## config.mk

```make
export PLATFORM = sky130hd
export DESIGN_NAME = prsc_ctrl_regs
export DESIGN_NICKNAME = d
export VERILOG_FILES = /design/src/rtl/prsc_ctrl_regs.v /design/src/rtl/prsc_ref_select.v
export VERILOG_INCLUDE_DIRS = /design/src /design/src/rtl
export SDC_FILE = /design/constraint.sdc
export NUM_CORES = 1
export LEC_CHECK = 0
export BUFFER_PORTS_ARGS = -buffer_cell sky130_fd_sc_hd__buf_4
export CAP_MARGIN = 0
export CORE_MARGIN = 2
export CORE_UTILIZATION = 45
export CTS_CLUSTER_SIZE = 40
export DETAILED_ROUTE_END_ITERATION = 12
export GPL_TIMING_DRIVEN = 0
export PLACE_DENSITY = 0.66
export SYNTH_ARGS = -nofsm -noshare
export SYNTH_HDL_FRONTEND = slang
export SYNTH_SLANG_ARGS = --single-unit
```

## constraint.sdc

```tcl
create_clock -name mclk_i -period 8.3 [get_ports mclk_i]
set_clock_uncertainty 0.15 [all_clocks]
set_input_delay 0.415 -clock mclk_i [delete_from_list [all_inputs] [get_ports mclk_i]]
set_output_delay 0.415 -clock mclk_i [all_outputs]
set_load 0.01 [all_outputs]
```

## src/rtl/prsc_consts.vh

```
// Purpose: constants of the reference select control registers
// Assumes: 12-bit register addresses, 8-bit register data
// Notes:   definitions only
`ifndef PRSC_CONSTS_VH
`define PRSC_CONSTS_VH

// register offsets
`define PRSC_OFS_RDIV1_LO 12'h010
`define PRSC_OFS_RDIV1_HI 12'h011
`define PRSC_OFS_RDIV2_LO 12'h012
`define PRSC_OFS_RDIV2_HI 12'h013
`define PRSC_OFS_MISC     12'h01c
`define PRSC_OFS_ZRES     12'h01d
`define PRSC_OFS_PUMP     12'h0f0
`define PRSC_OFS_STATUS   12'h1f0

// misc control fields
`define PRSC_MISC_INDEP   7
`define PRSC_MISC_MIDSUP  6
`define PRSC_MISC_PINMODE 4
`define PRSC_MISC_MODE_HI 3
`define PRSC_MISC_MODE_LO 2

// writable bits, reserved bits store nothing
`define PRSC_MISC_WMASK   8'hdc
`define PRSC_ZRES_WMASK   8'h0f

// reset values
`define PRSC_MISC_RST     8'h00
`define PRSC_ZRES_RST     8'h00
`define PRSC_PUMP_RST     8'h00
`define PRSC_RDIV_RST     8'h00

// reference selection modes, field bits 3:2
`define PRSC_MODE_NONREV  2'h0
`define PRSC_MODE_REVERT  2'h1
`define PRSC_MODE_FORCE1  2'h2
`define PRSC_MODE_FORCE2  2'h3

// zero resistor values in kilohm
`define PRSC_RZ_883K      10'h373
`define PRSC_RZ_677K      10'h2a5
`define PRSC_RZ_341K      10'h155
`define PRSC_RZ_135K      10'h087
`define PRSC_RZ_10K       10'h00a

// pump step in tenths of a microamp
`define PRSC_PUMP_STEP    14'h0023

`endif

```

## src/rtl/prsc_ctrl_regs.v

```verilog
// Purpose: input pll reference select and pump control registers
// Assumes: register strobes come from the serial port on mclk_i
// Notes:   reads answer one cycle after the read strobe
//
// How it works
// - Independent bit set: second R divider from its own registers.
// - Independent bit clear: second reference reuses first R divider.
// - Reference lost: tune output to midsupply if bit 6, else pump off.
// - Selection mode field in misc bits 4:2, resets to zero.
// - Bit 4 clear: bits 3:2 pick nonrevertive, revertive, or forced.
// - Bit 4 set: follow choice pin, low picks first reference.
// - Bit 4 set and choice pin high: second reference.
// - Zero resistor code bits 3:0 decode to value or external.
// - Output pll pump code is eight bits, about 3.5 uA per step.
`timescale 1ns/1ps
`include "prsc_consts.vh"

module prsc_ctrl_regs #(
  parameter RDIV_W = 16
) (
  input  wire              mclk_i,
  input  wire              rst_i,
  input  wire [11:0]       reg_addr_i,
  input  wire [7:0]        reg_wdata_i,
  input  wire              reg_wr_i,
  input  wire              reg_rd_i,
  input  wire              ref_choice_pin_i,
  input  wire              first_ref_valid_i,
  input  wire              second_ref_valid_i,
  output reg  [7:0]        reg_rdata_o,
  output reg               reg_rvalid_o,
  output reg  [RDIV_W-1:0] first_ref_rdiv_o,
  output reg  [RDIV_W-1:0] second_ref_rdiv_o,
  output wire              use_second_ref_o,
  output wire              ref_lost_o,
  output reg               osc_tune_midsupply_o,
  output reg               input_pump_hiz_o,
  output reg  [9:0]        zero_res_kohm_o,
  output reg               zero_res_external_o,
  output reg  [7:0]        output_pump_code_o,
  output reg  [13:0]       output_pump_tenth_ua_o
);

  // stored registers
  reg  [7:0]  rdiv1_lo;
  reg  [7:0]  rdiv1_hi;
  reg  [7:0]  rdiv2_lo;
  reg  [7:0]  rdiv2_hi;
  reg  [7:0]  input_pll_misc_control;
  reg  [7:0]  input_pll_zero_resistor;
  reg  [7:0]  output_pll_pump_current;

  // choice pin synchroniser
  reg         pin_meta;
  reg         pin_sync;

  // decoded values
  reg  [7:0]  next_rdata;
  reg  [9:0]  next_kohm;
  reg         next_external;
  wire [15:0] rdiv1_full;
  wire [15:0] rdiv2_full;
  wire [15:0] next_rdiv2;
  wire        indep_div;
  wire        midsup_sel;
  wire        pin_mode;
  wire [1:0]  sel_mode;
  wire [7:0]  status_word;

  // stored value of a masked register after a write
  function [7:0] prsc_masked;
    input [7:0] wdata;
    input [7:0] wmask;
    begin
      prsc_masked = wdata & wmask;
    end
  endfunction

  // pump magnitude in tenths of a microamp
  function [13:0] prsc_pump_tenths;
    input [7:0] code;
    begin
      prsc_pump_tenths = {6'h00, code} * `PRSC_PUMP_STEP;
    end
  endfunction

  // field views of the misc control register
  assign indep_div  = input_pll_misc_control[`PRSC_MISC_INDEP];
  assign midsup_sel = input_pll_misc_control[`PRSC_MISC_MIDSUP];
  assign pin_mode   = input_pll_misc_control[`PRSC_MISC_PINMODE];
  assign sel_mode   = input_pll_misc_control[`PRSC_MISC_MODE_HI:
                                             `PRSC_MISC_MODE_LO];

  // divider words as seen by the dividers
  assign rdiv1_full = {rdiv1_hi, rdiv1_lo};
  assign rdiv2_full = {rdiv2_hi, rdiv2_lo};

  // shared divider keeps both references on one ratio, so the
  // loop only stays locked if both inputs run at one frequency
  assign next_rdiv2 = indep_div ? rdiv2_full
                                : rdiv1_full;

  // live state readable by software
  assign status_word = {3'h0, input_pump_hiz_o, osc_tune_midsupply_o,
                        pin_sync, ref_lost_o, use_second_ref_o};

  // pin comes from the board, two flops before any use
  always @(posedge mclk_i or posedge rst_i) begin
    if (rst_i) begin
      pin_meta <= 1'b0;
      pin_sync <= 1'b0;
    end else begin
      pin_meta <= ref_choice_pin_i;
      pin_sync <= pin_meta;
    end
  end

  // register writes; reserved bits are dropped so they read zero
  always @(posedge mclk_i or posedge rst_i) begin
    if (rst_i) begin
      rdiv1_lo                <= `PRSC_RDIV_RST;
      rdiv1_hi                <= `PRSC_RDIV_RST;
      rdiv2_lo                <= `PRSC_RDIV_RST;
      rdiv2_hi                <= `PRSC_RDIV_RST;
      input_pll_misc_control  <= `PRSC_MISC_RST;
      input_pll_zero_resistor <= `PRSC_ZRES_RST;
      output_pll_pump_current <= `PRSC_PUMP_RST;
    end else if (reg_wr_i) begin
      case (reg_addr_i)
        `PRSC_OFS_RDIV1_LO: rdiv1_lo <= reg_wdata_i;
        `PRSC_OFS_RDIV1_HI: rdiv1_hi <= reg_wdata_i;
        `PRSC_OFS_RDIV2_LO: rdiv2_lo <= reg_wdata_i;
        `PRSC_OFS_RDIV2_HI: rdiv2_hi <= reg_wdata_i;
        `PRSC_OFS_MISC: begin
          input_pll_misc_control <=
            prsc_masked(reg_wdata_i, `PRSC_MISC_WMASK);
        end
        `PRSC_OFS_ZRES: begin
          input_pll_zero_resistor <=
            prsc_masked(reg_wdata_i, `PRSC_ZRES_WMASK);
        end
        `PRSC_OFS_PUMP: output_pll_pump_current <= reg_wdata_i;
        default: ;
      endcase
    end
  end

  // read mux; unmapped addresses read zero
  always @* begin
    case (reg_addr_i)
      `PRSC_OFS_RDIV1_LO: next_rdata = rdiv1_lo;
      `PRSC_OFS_RDIV1_HI: next_rdata = rdiv1_hi;
      `PRSC_OFS_RDIV2_LO: next_rdata = rdiv2_lo;
      `PRSC_OFS_RDIV2_HI: next_rdata = rdiv2_hi;
      `PRSC_OFS_MISC:     next_rdata = input_pll_misc_control;
      `PRSC_OFS_ZRES:     next_rdata = input_pll_zero_resistor;
      `PRSC_OFS_PUMP:     next_rdata = output_pll_pump_current;
      `PRSC_OFS_STATUS:   next_rdata = status_word;
      default:            next_rdata = 8'h00;
    endcase
  end

  // read answer, held until the next read
  always @(posedge mclk_i or posedge rst_i) begin
    if (rst_i) begin
      reg_rdata_o  <= 8'h00;
      reg_rvalid_o <= 1'b0;
    end else begin
      reg_rvalid_o <= reg_rd_i;
      if (reg_rd_i)
        reg_rdata_o <= next_rdata;
    end
  end

  // zero resistor decode; codes above the external code also
  // select the external part rather than an undefined value
  always @* begin
    next_kohm     = `PRSC_RZ_10K;
    next_external = 1'b0;
    if (input_pll_zero_resistor[3]) begin
      next_kohm     = 10'h000;
      next_external = 1'b1;
    end else begin
      case (input_pll_zero_resistor[2:0])
        3'h0:    next_kohm = `PRSC_RZ_883K;
        3'h1:    next_kohm = `PRSC_RZ_677K;
        3'h2:    next_kohm = `PRSC_RZ_341K;
        3'h3:    next_kohm = `PRSC_RZ_135K;
        default: next_kohm = `PRSC_RZ_10K;
      endcase
    end
  end

  // reference choice engine
  prsc_ref_select u_sel (
    .mclk_i         (mclk_i),
    .rst_i          (rst_i),
    .pin_mode_i     (pin_mode),
    .mode_i         (sel_mode),
    .pin_level_i    (pin_sync),
    .first_valid_i  (first_ref_valid_i),
    .second_valid_i (second_ref_valid_i),
    .use_second_o   (use_second_ref_o),
    .ref_lost_o     (ref_lost_o)
  );

  // analog control outputs, registered so nothing glitches
  always @(posedge mclk_i or posedge rst_i) begin
    if (rst_i) begin
      first_ref_rdiv_o       <= {RDIV_W{1'b0}};
      second_ref_rdiv_o      <= {RDIV_W{1'b0}};
      osc_tune_midsupply_o   <= 1'b0;
      input_pump_hiz_o       <= 1'b0;
      zero_res_kohm_o        <= `PRSC_RZ_883K;
      zero_res_external_o    <= 1'b0;
      output_pump_code_o     <= `PRSC_PUMP_RST;
      output_pump_tenth_ua_o <= 14'h0000;
    end else begin
      first_ref_rdiv_o  <= rdiv1_full[RDIV_W-1:0];
      second_ref_rdiv_o <= next_rdiv2[RDIV_W-1:0];
      // the two fail actions are exclusive: midsupply or tristate
      osc_tune_midsupply_o <= ref_lost_o & midsup_sel;
      input_pump_hiz_o     <= ref_lost_o & ~midsup_sel;
      zero_res_kohm_o        <= next_kohm;
      zero_res_external_o    <= next_external;
      output_pump_code_o     <= output_pll_pump_current;
      output_pump_tenth_ua_o <=
        prsc_pump_tenths(output_pll_pump_current);
    end
  end

endmodule

```

## src/rtl/prsc_ref_select.v

```verilog
// Purpose: chooses the reference the input pll locks to
// Assumes: valid flags and the pin level already on mclk_i
// Notes:   state and lost flag are registered
`timescale 1ns/1ps
`include "prsc_consts.vh"

module prsc_ref_select (
  input  wire       mclk_i,
  input  wire       rst_i,
  input  wire       pin_mode_i,
  input  wire [1:0] mode_i,
  input  wire       pin_level_i,
  input  wire       first_valid_i,
  input  wire       second_valid_i,
  output wire       use_second_o,
  output reg        ref_lost_o
);

  localparam ON_FIRST  = 2'b01;
  localparam ON_SECOND = 2'b10;

  reg  [1:0] state;
  reg  [1:0] next_state;
  reg        next_lost;

  assign use_second_o = state[1];

  // pick the next reference from the mode and validity
  always @* begin
    next_state = state;
    if (pin_mode_i) begin
      // pin low chooses the first reference
      next_state = pin_level_i ? ON_SECOND : ON_FIRST;
    end else begin
      case (mode_i)
        `PRSC_MODE_FORCE1: next_state = ON_FIRST;
        `PRSC_MODE_FORCE2: next_state = ON_SECOND;
        `PRSC_MODE_REVERT: begin
          // back to the first as soon as it is good again
          if (first_valid_i)
            next_state = ON_FIRST;
          else if (second_valid_i)
            next_state = ON_SECOND;
        end
        `PRSC_MODE_NONREV: begin
          // switch only on failure, never back on recovery
          case (state)
            ON_FIRST: begin
              if (!first_valid_i && second_valid_i)
                next_state = ON_SECOND;
            end
            ON_SECOND: begin
              if (!second_valid_i && first_valid_i)
                next_state = ON_FIRST;
            end
            default: next_state = ON_FIRST;
          endcase
        end
        default: next_state = ON_FIRST;
      endcase
    end
    next_lost = next_state[1] ? !second_valid_i : !first_valid_i;
  end

  // state and loss flag
  always @(posedge mclk_i or posedge rst_i) begin
    if (rst_i) begin
      state      <= ON_FIRST;
      ref_lost_o <= 1'b0;
    end else begin
      state      <= next_state;
      ref_lost_o <= next_lost;
    end
  end

endmodule

```

==> summary.md <==
| Metric | Value |
|---|---|
| Status | `completed` |
| Die height | `115.8 um` |
| Reg clk slew, reported paths | `around 0.060 ns` |
| Metal3 WL | `823 um` |
| Worst-Skew Late Latency | `between 0.4 and 0.5 ns` |
| WL met2 | `6.901 mm` |
| Critical Path Max Stage Delay | `0.54 ns` |
| Min Tclk post-route | `3.226 ns` |
| 1st-iter DRT viols | `277` |
| Layout cells sized above 1 | `0.3989` |
| Commonest cells in the synthesized netlist | `121 x dfrtp_1, 62 x mux2_2, 26 x ha_1, 26 x nor2_1, 18 x inv_1` |
| Antenna violations before repair | `0` |
| Core ar. | `roughly 12000 um2` |
| Peak supply drop | `0.1470 mV` |
| Tot GR Track Use | `0.2230` |
| Period utilization | `0.3887` |
| Share of the yosys chip area belonging to registers | `0.5616` |
| Cell Area, Synth | `roughly 5600 um2` |
| Total congestion overflow | `0` |
| DRT Wirelength | `13.99 mm` |
| Vias post-DR | `approximately 4000` |
| CTS H-tree depth | `4` |
| Count leader, synth | `dfrtp_1` |
| Pwr Density | `199.4 nW/um2` |
| Cells after Synth | `419` |
| I/O pins | `~110` |
| Worst path slowest cell | `fa_1` |
| Final Power | `around 1400 uW` |
| # setup viols final | `0` |
| WHS | `0.06155 ns` |
| Number of synthesized register bits | `126` |
| Post-route DRC | `0` |
| Setup CP Type | `reg2reg` |
| Max Slew Vio Count | `0` |
| Routed Antenna Nets | `0` |
| Synth-to-Final Area Change | `27.94%` |
| Clock Tree Root | `clkbuf_16` |
| Slew HR | `0.4742` |
| Ys flop type | `dfrtp_1` |
| Total CTS buffers | `17` |
| Critical path fanouts, max | `9` |
| Fmax | `between 0.3 and 0.4 GHz` |
| Asr flop ratio synth | `1.000` |
| Die Area | `13410 um2` |
| WL met1 | `5.942 mm` |
| Worst setup margin | `5.074 ns` |
| Top routing layer in use | `met4` |
| Worst Hold Class | `in2reg` |
| Syn Nets | `476` |
| Crit end category | `flop` |
| RSZ-0062 raised after global routing | `no` |
| Post-synth EDFFs | `0` |
| Final core utilization | `0.5942` |
| Maximum buffer depth of the clock tree | `2` |
| Leakage dissipation | `0.003712 uW` |
| Vias per inst | `~5.5` |
| Worst Setup Start Kind | `flop` |
| Die W | `~120 um` |
| Pin count of the biggest net entering global routing | `68` |
| Initial Util | `0.4645` |
| Avg Inst Size Synth | `roughly 13 um2` |
| CTS tree | `built` |
| Area contributors post-synth | `dfrtp_1 54%, mux2_2 12%, ha_1 5.8%` |
| CP dominant cell by count | `ha_1` |
| Req. time, crit path | `approximately 8.4 ns` |
| Critical Path AT | `3.35 ns` |
| Share of the synthesized area in the top cell type | `0.5383` |
| Ys Warns | `0` |
| Final nets | `598` |
| Crit-path cells | `ha_1, ha_1, inv_1, fa_1, inv_1, ha_1, o21ai_0, nor2_1, o41ai_1, xnor2_1` |
| Hold Vio Cnt, Final | `0` |
| WL per Instance | `19.36 um` |
| Post-DP HPWL | `9.565 mm` |
| Pre-CTS WS | `just over 5 ns` |
| Row count | `40` |
| Post-synth top area cell | `dfrtp_1` |
| Clock Sinks | `126` |
| Setup Total Neg Slack | `0 ns` |
| Drt pass-1 iters | `5` |
| First-pass GRT wire length | `22.09 mm` |
| Vias in the first global route | `about 4100` |
| Unique masters post-synth | `56` |
| Post-CTS Setup Bufs | `0` |
| RD Place Congestion | `0.8757` |
| Max-Cap Viols | `0` |
| Worst Tran Pin Value | `0.7826 ns` |
| IO Port Bufs | `99` |
-- per-stage QoR --
step | area, um2 | cells
3_5_place_dp | 6611 | 687
2_1_floorplan | 5625 | 419
4_1_cts | 7194 | 722
6_report | 7197 | 723
3_3_place_gp | 6579 | 686
5_1_grt | 7194 | 722
-- worst paths after layout --
check / from / endpoint / slack (ns) / cells after the start
worst max-delay path: output_pll_pump_current[6]$_DFFE_PP0P_ / output_pump_tenth_ua_o[11]$_DFF_PP0_ / 5.07 / 10
worst min-delay path: first_ref_valid_i / u_sel.ref_lost_o$_DFF_PP0_ / 0.06 / 2
worst max register to register: output_pll_pump_current[6]$_DFFE_PP0P_ / output_pump_tenth_ua_o[11]$_DFF_PP0_ / 5.07 / 10
worst min register to register: pin_meta$_DFF_PP0_ / pin_sync$_DFF_PP0_ / 0.20 / 0
max in group asynchronous: rst_i / zero_res_kohm_o[0]$_DFF_PP1_ / 6.77 / 4
min in group asynchronous: rst_i / output_pump_code_o[5]$_DFF_PP0_ / 0.47 / 3
-- placed cells by master, fill, tap and decap left out, types with 7 or more instances in the layout --
cell type,instances
buf_4,104
a21oi_1,7
mux2_2,62
nor2_1,26
nor3_1,7
mux2i_1,8
dfrtp_1,121
a22oi_1,12
xnor2_1,7
ha_1,26
inv_1,17
nand2_1,12
clkbuf_1,12
o21ai_0,10
clkbuf_16,17
-- state kept, by name, summed over array words and instances (netlist names), 8 cells and up --
| register | flops |
|---|---|
| rdiv1_hi | 8 |
| output_pll_pump_current | 8 |
| reg_rdata_o | 8 |
| first_ref_rdiv_o | 16 |
| rdiv2_lo | 8 |
| rdiv1_lo | 8 |
| second_ref_rdiv_o | 16 |
| rdiv2_hi | 8 |
| output_pump_tenth_ua_o | 14 |
-- power by group --
part	internal, uW	switching, uW
Sequential	626	8.42
Clock	447	256
Combinational	38.7	58.7
Total	1110	323
-- final cells by class --
type                       count  area [um2]
sequential                   126        3159
inverter                      18       72.57
antenna                        1       2.502
multi-input combinational    260        2311
buffer                        15       87.58
timing repair buffer         103       800.8
clock inverter                 7       87.58
fill                        1018        4915
clock buffer                  25       465.4
tap                          168       210.2
-- cells by family (layout without fill, tap and decap cells) --
family | after synthesis | count (layout) | synth area share
flops | 126 | 126 | 0.5616
simple gates | 78 | 78 | 0.08763
mux | 74 | 74 | 0.1490
compound gates | 69 | 69 | 0.08808
buf+inv | 33 | 168 | 0.02758
fa+ha+maj | 30 | 30 | 0.07206
xor+xnor | 9 | 9 | 0.01401
other cells | 0 | 1 | 0
-- critical path: cells and delay by family (launching register included) --
family,cells,cell delay [ns]
buffers and inverters,2,0.10
flip-flops,1,0.49
XOR/XNOR,1,0.13
adder cells (fa/ha/maj),4,1.50
AND/OR/NAND/NOR,1,0.08
AO/OA/AOI/OAI,2,0.62
-- repair_timing --
item / 4_1_cts / 5_1_grt
resized for setup: 0 / 0
endpoints found under the hold margin: 60 / 0
hold buffers: 3 / 0
-- routing by layer --
metal | up-vias | track usage
met3 | 28 | 0.06747
met2 | 154 | 0.3540
met4 | 0 | 0.08810
met1 | 2002 | 0.2888
li1 | 1777 | -
met5 | - | 0
Power figures use the tool's default switching activity.
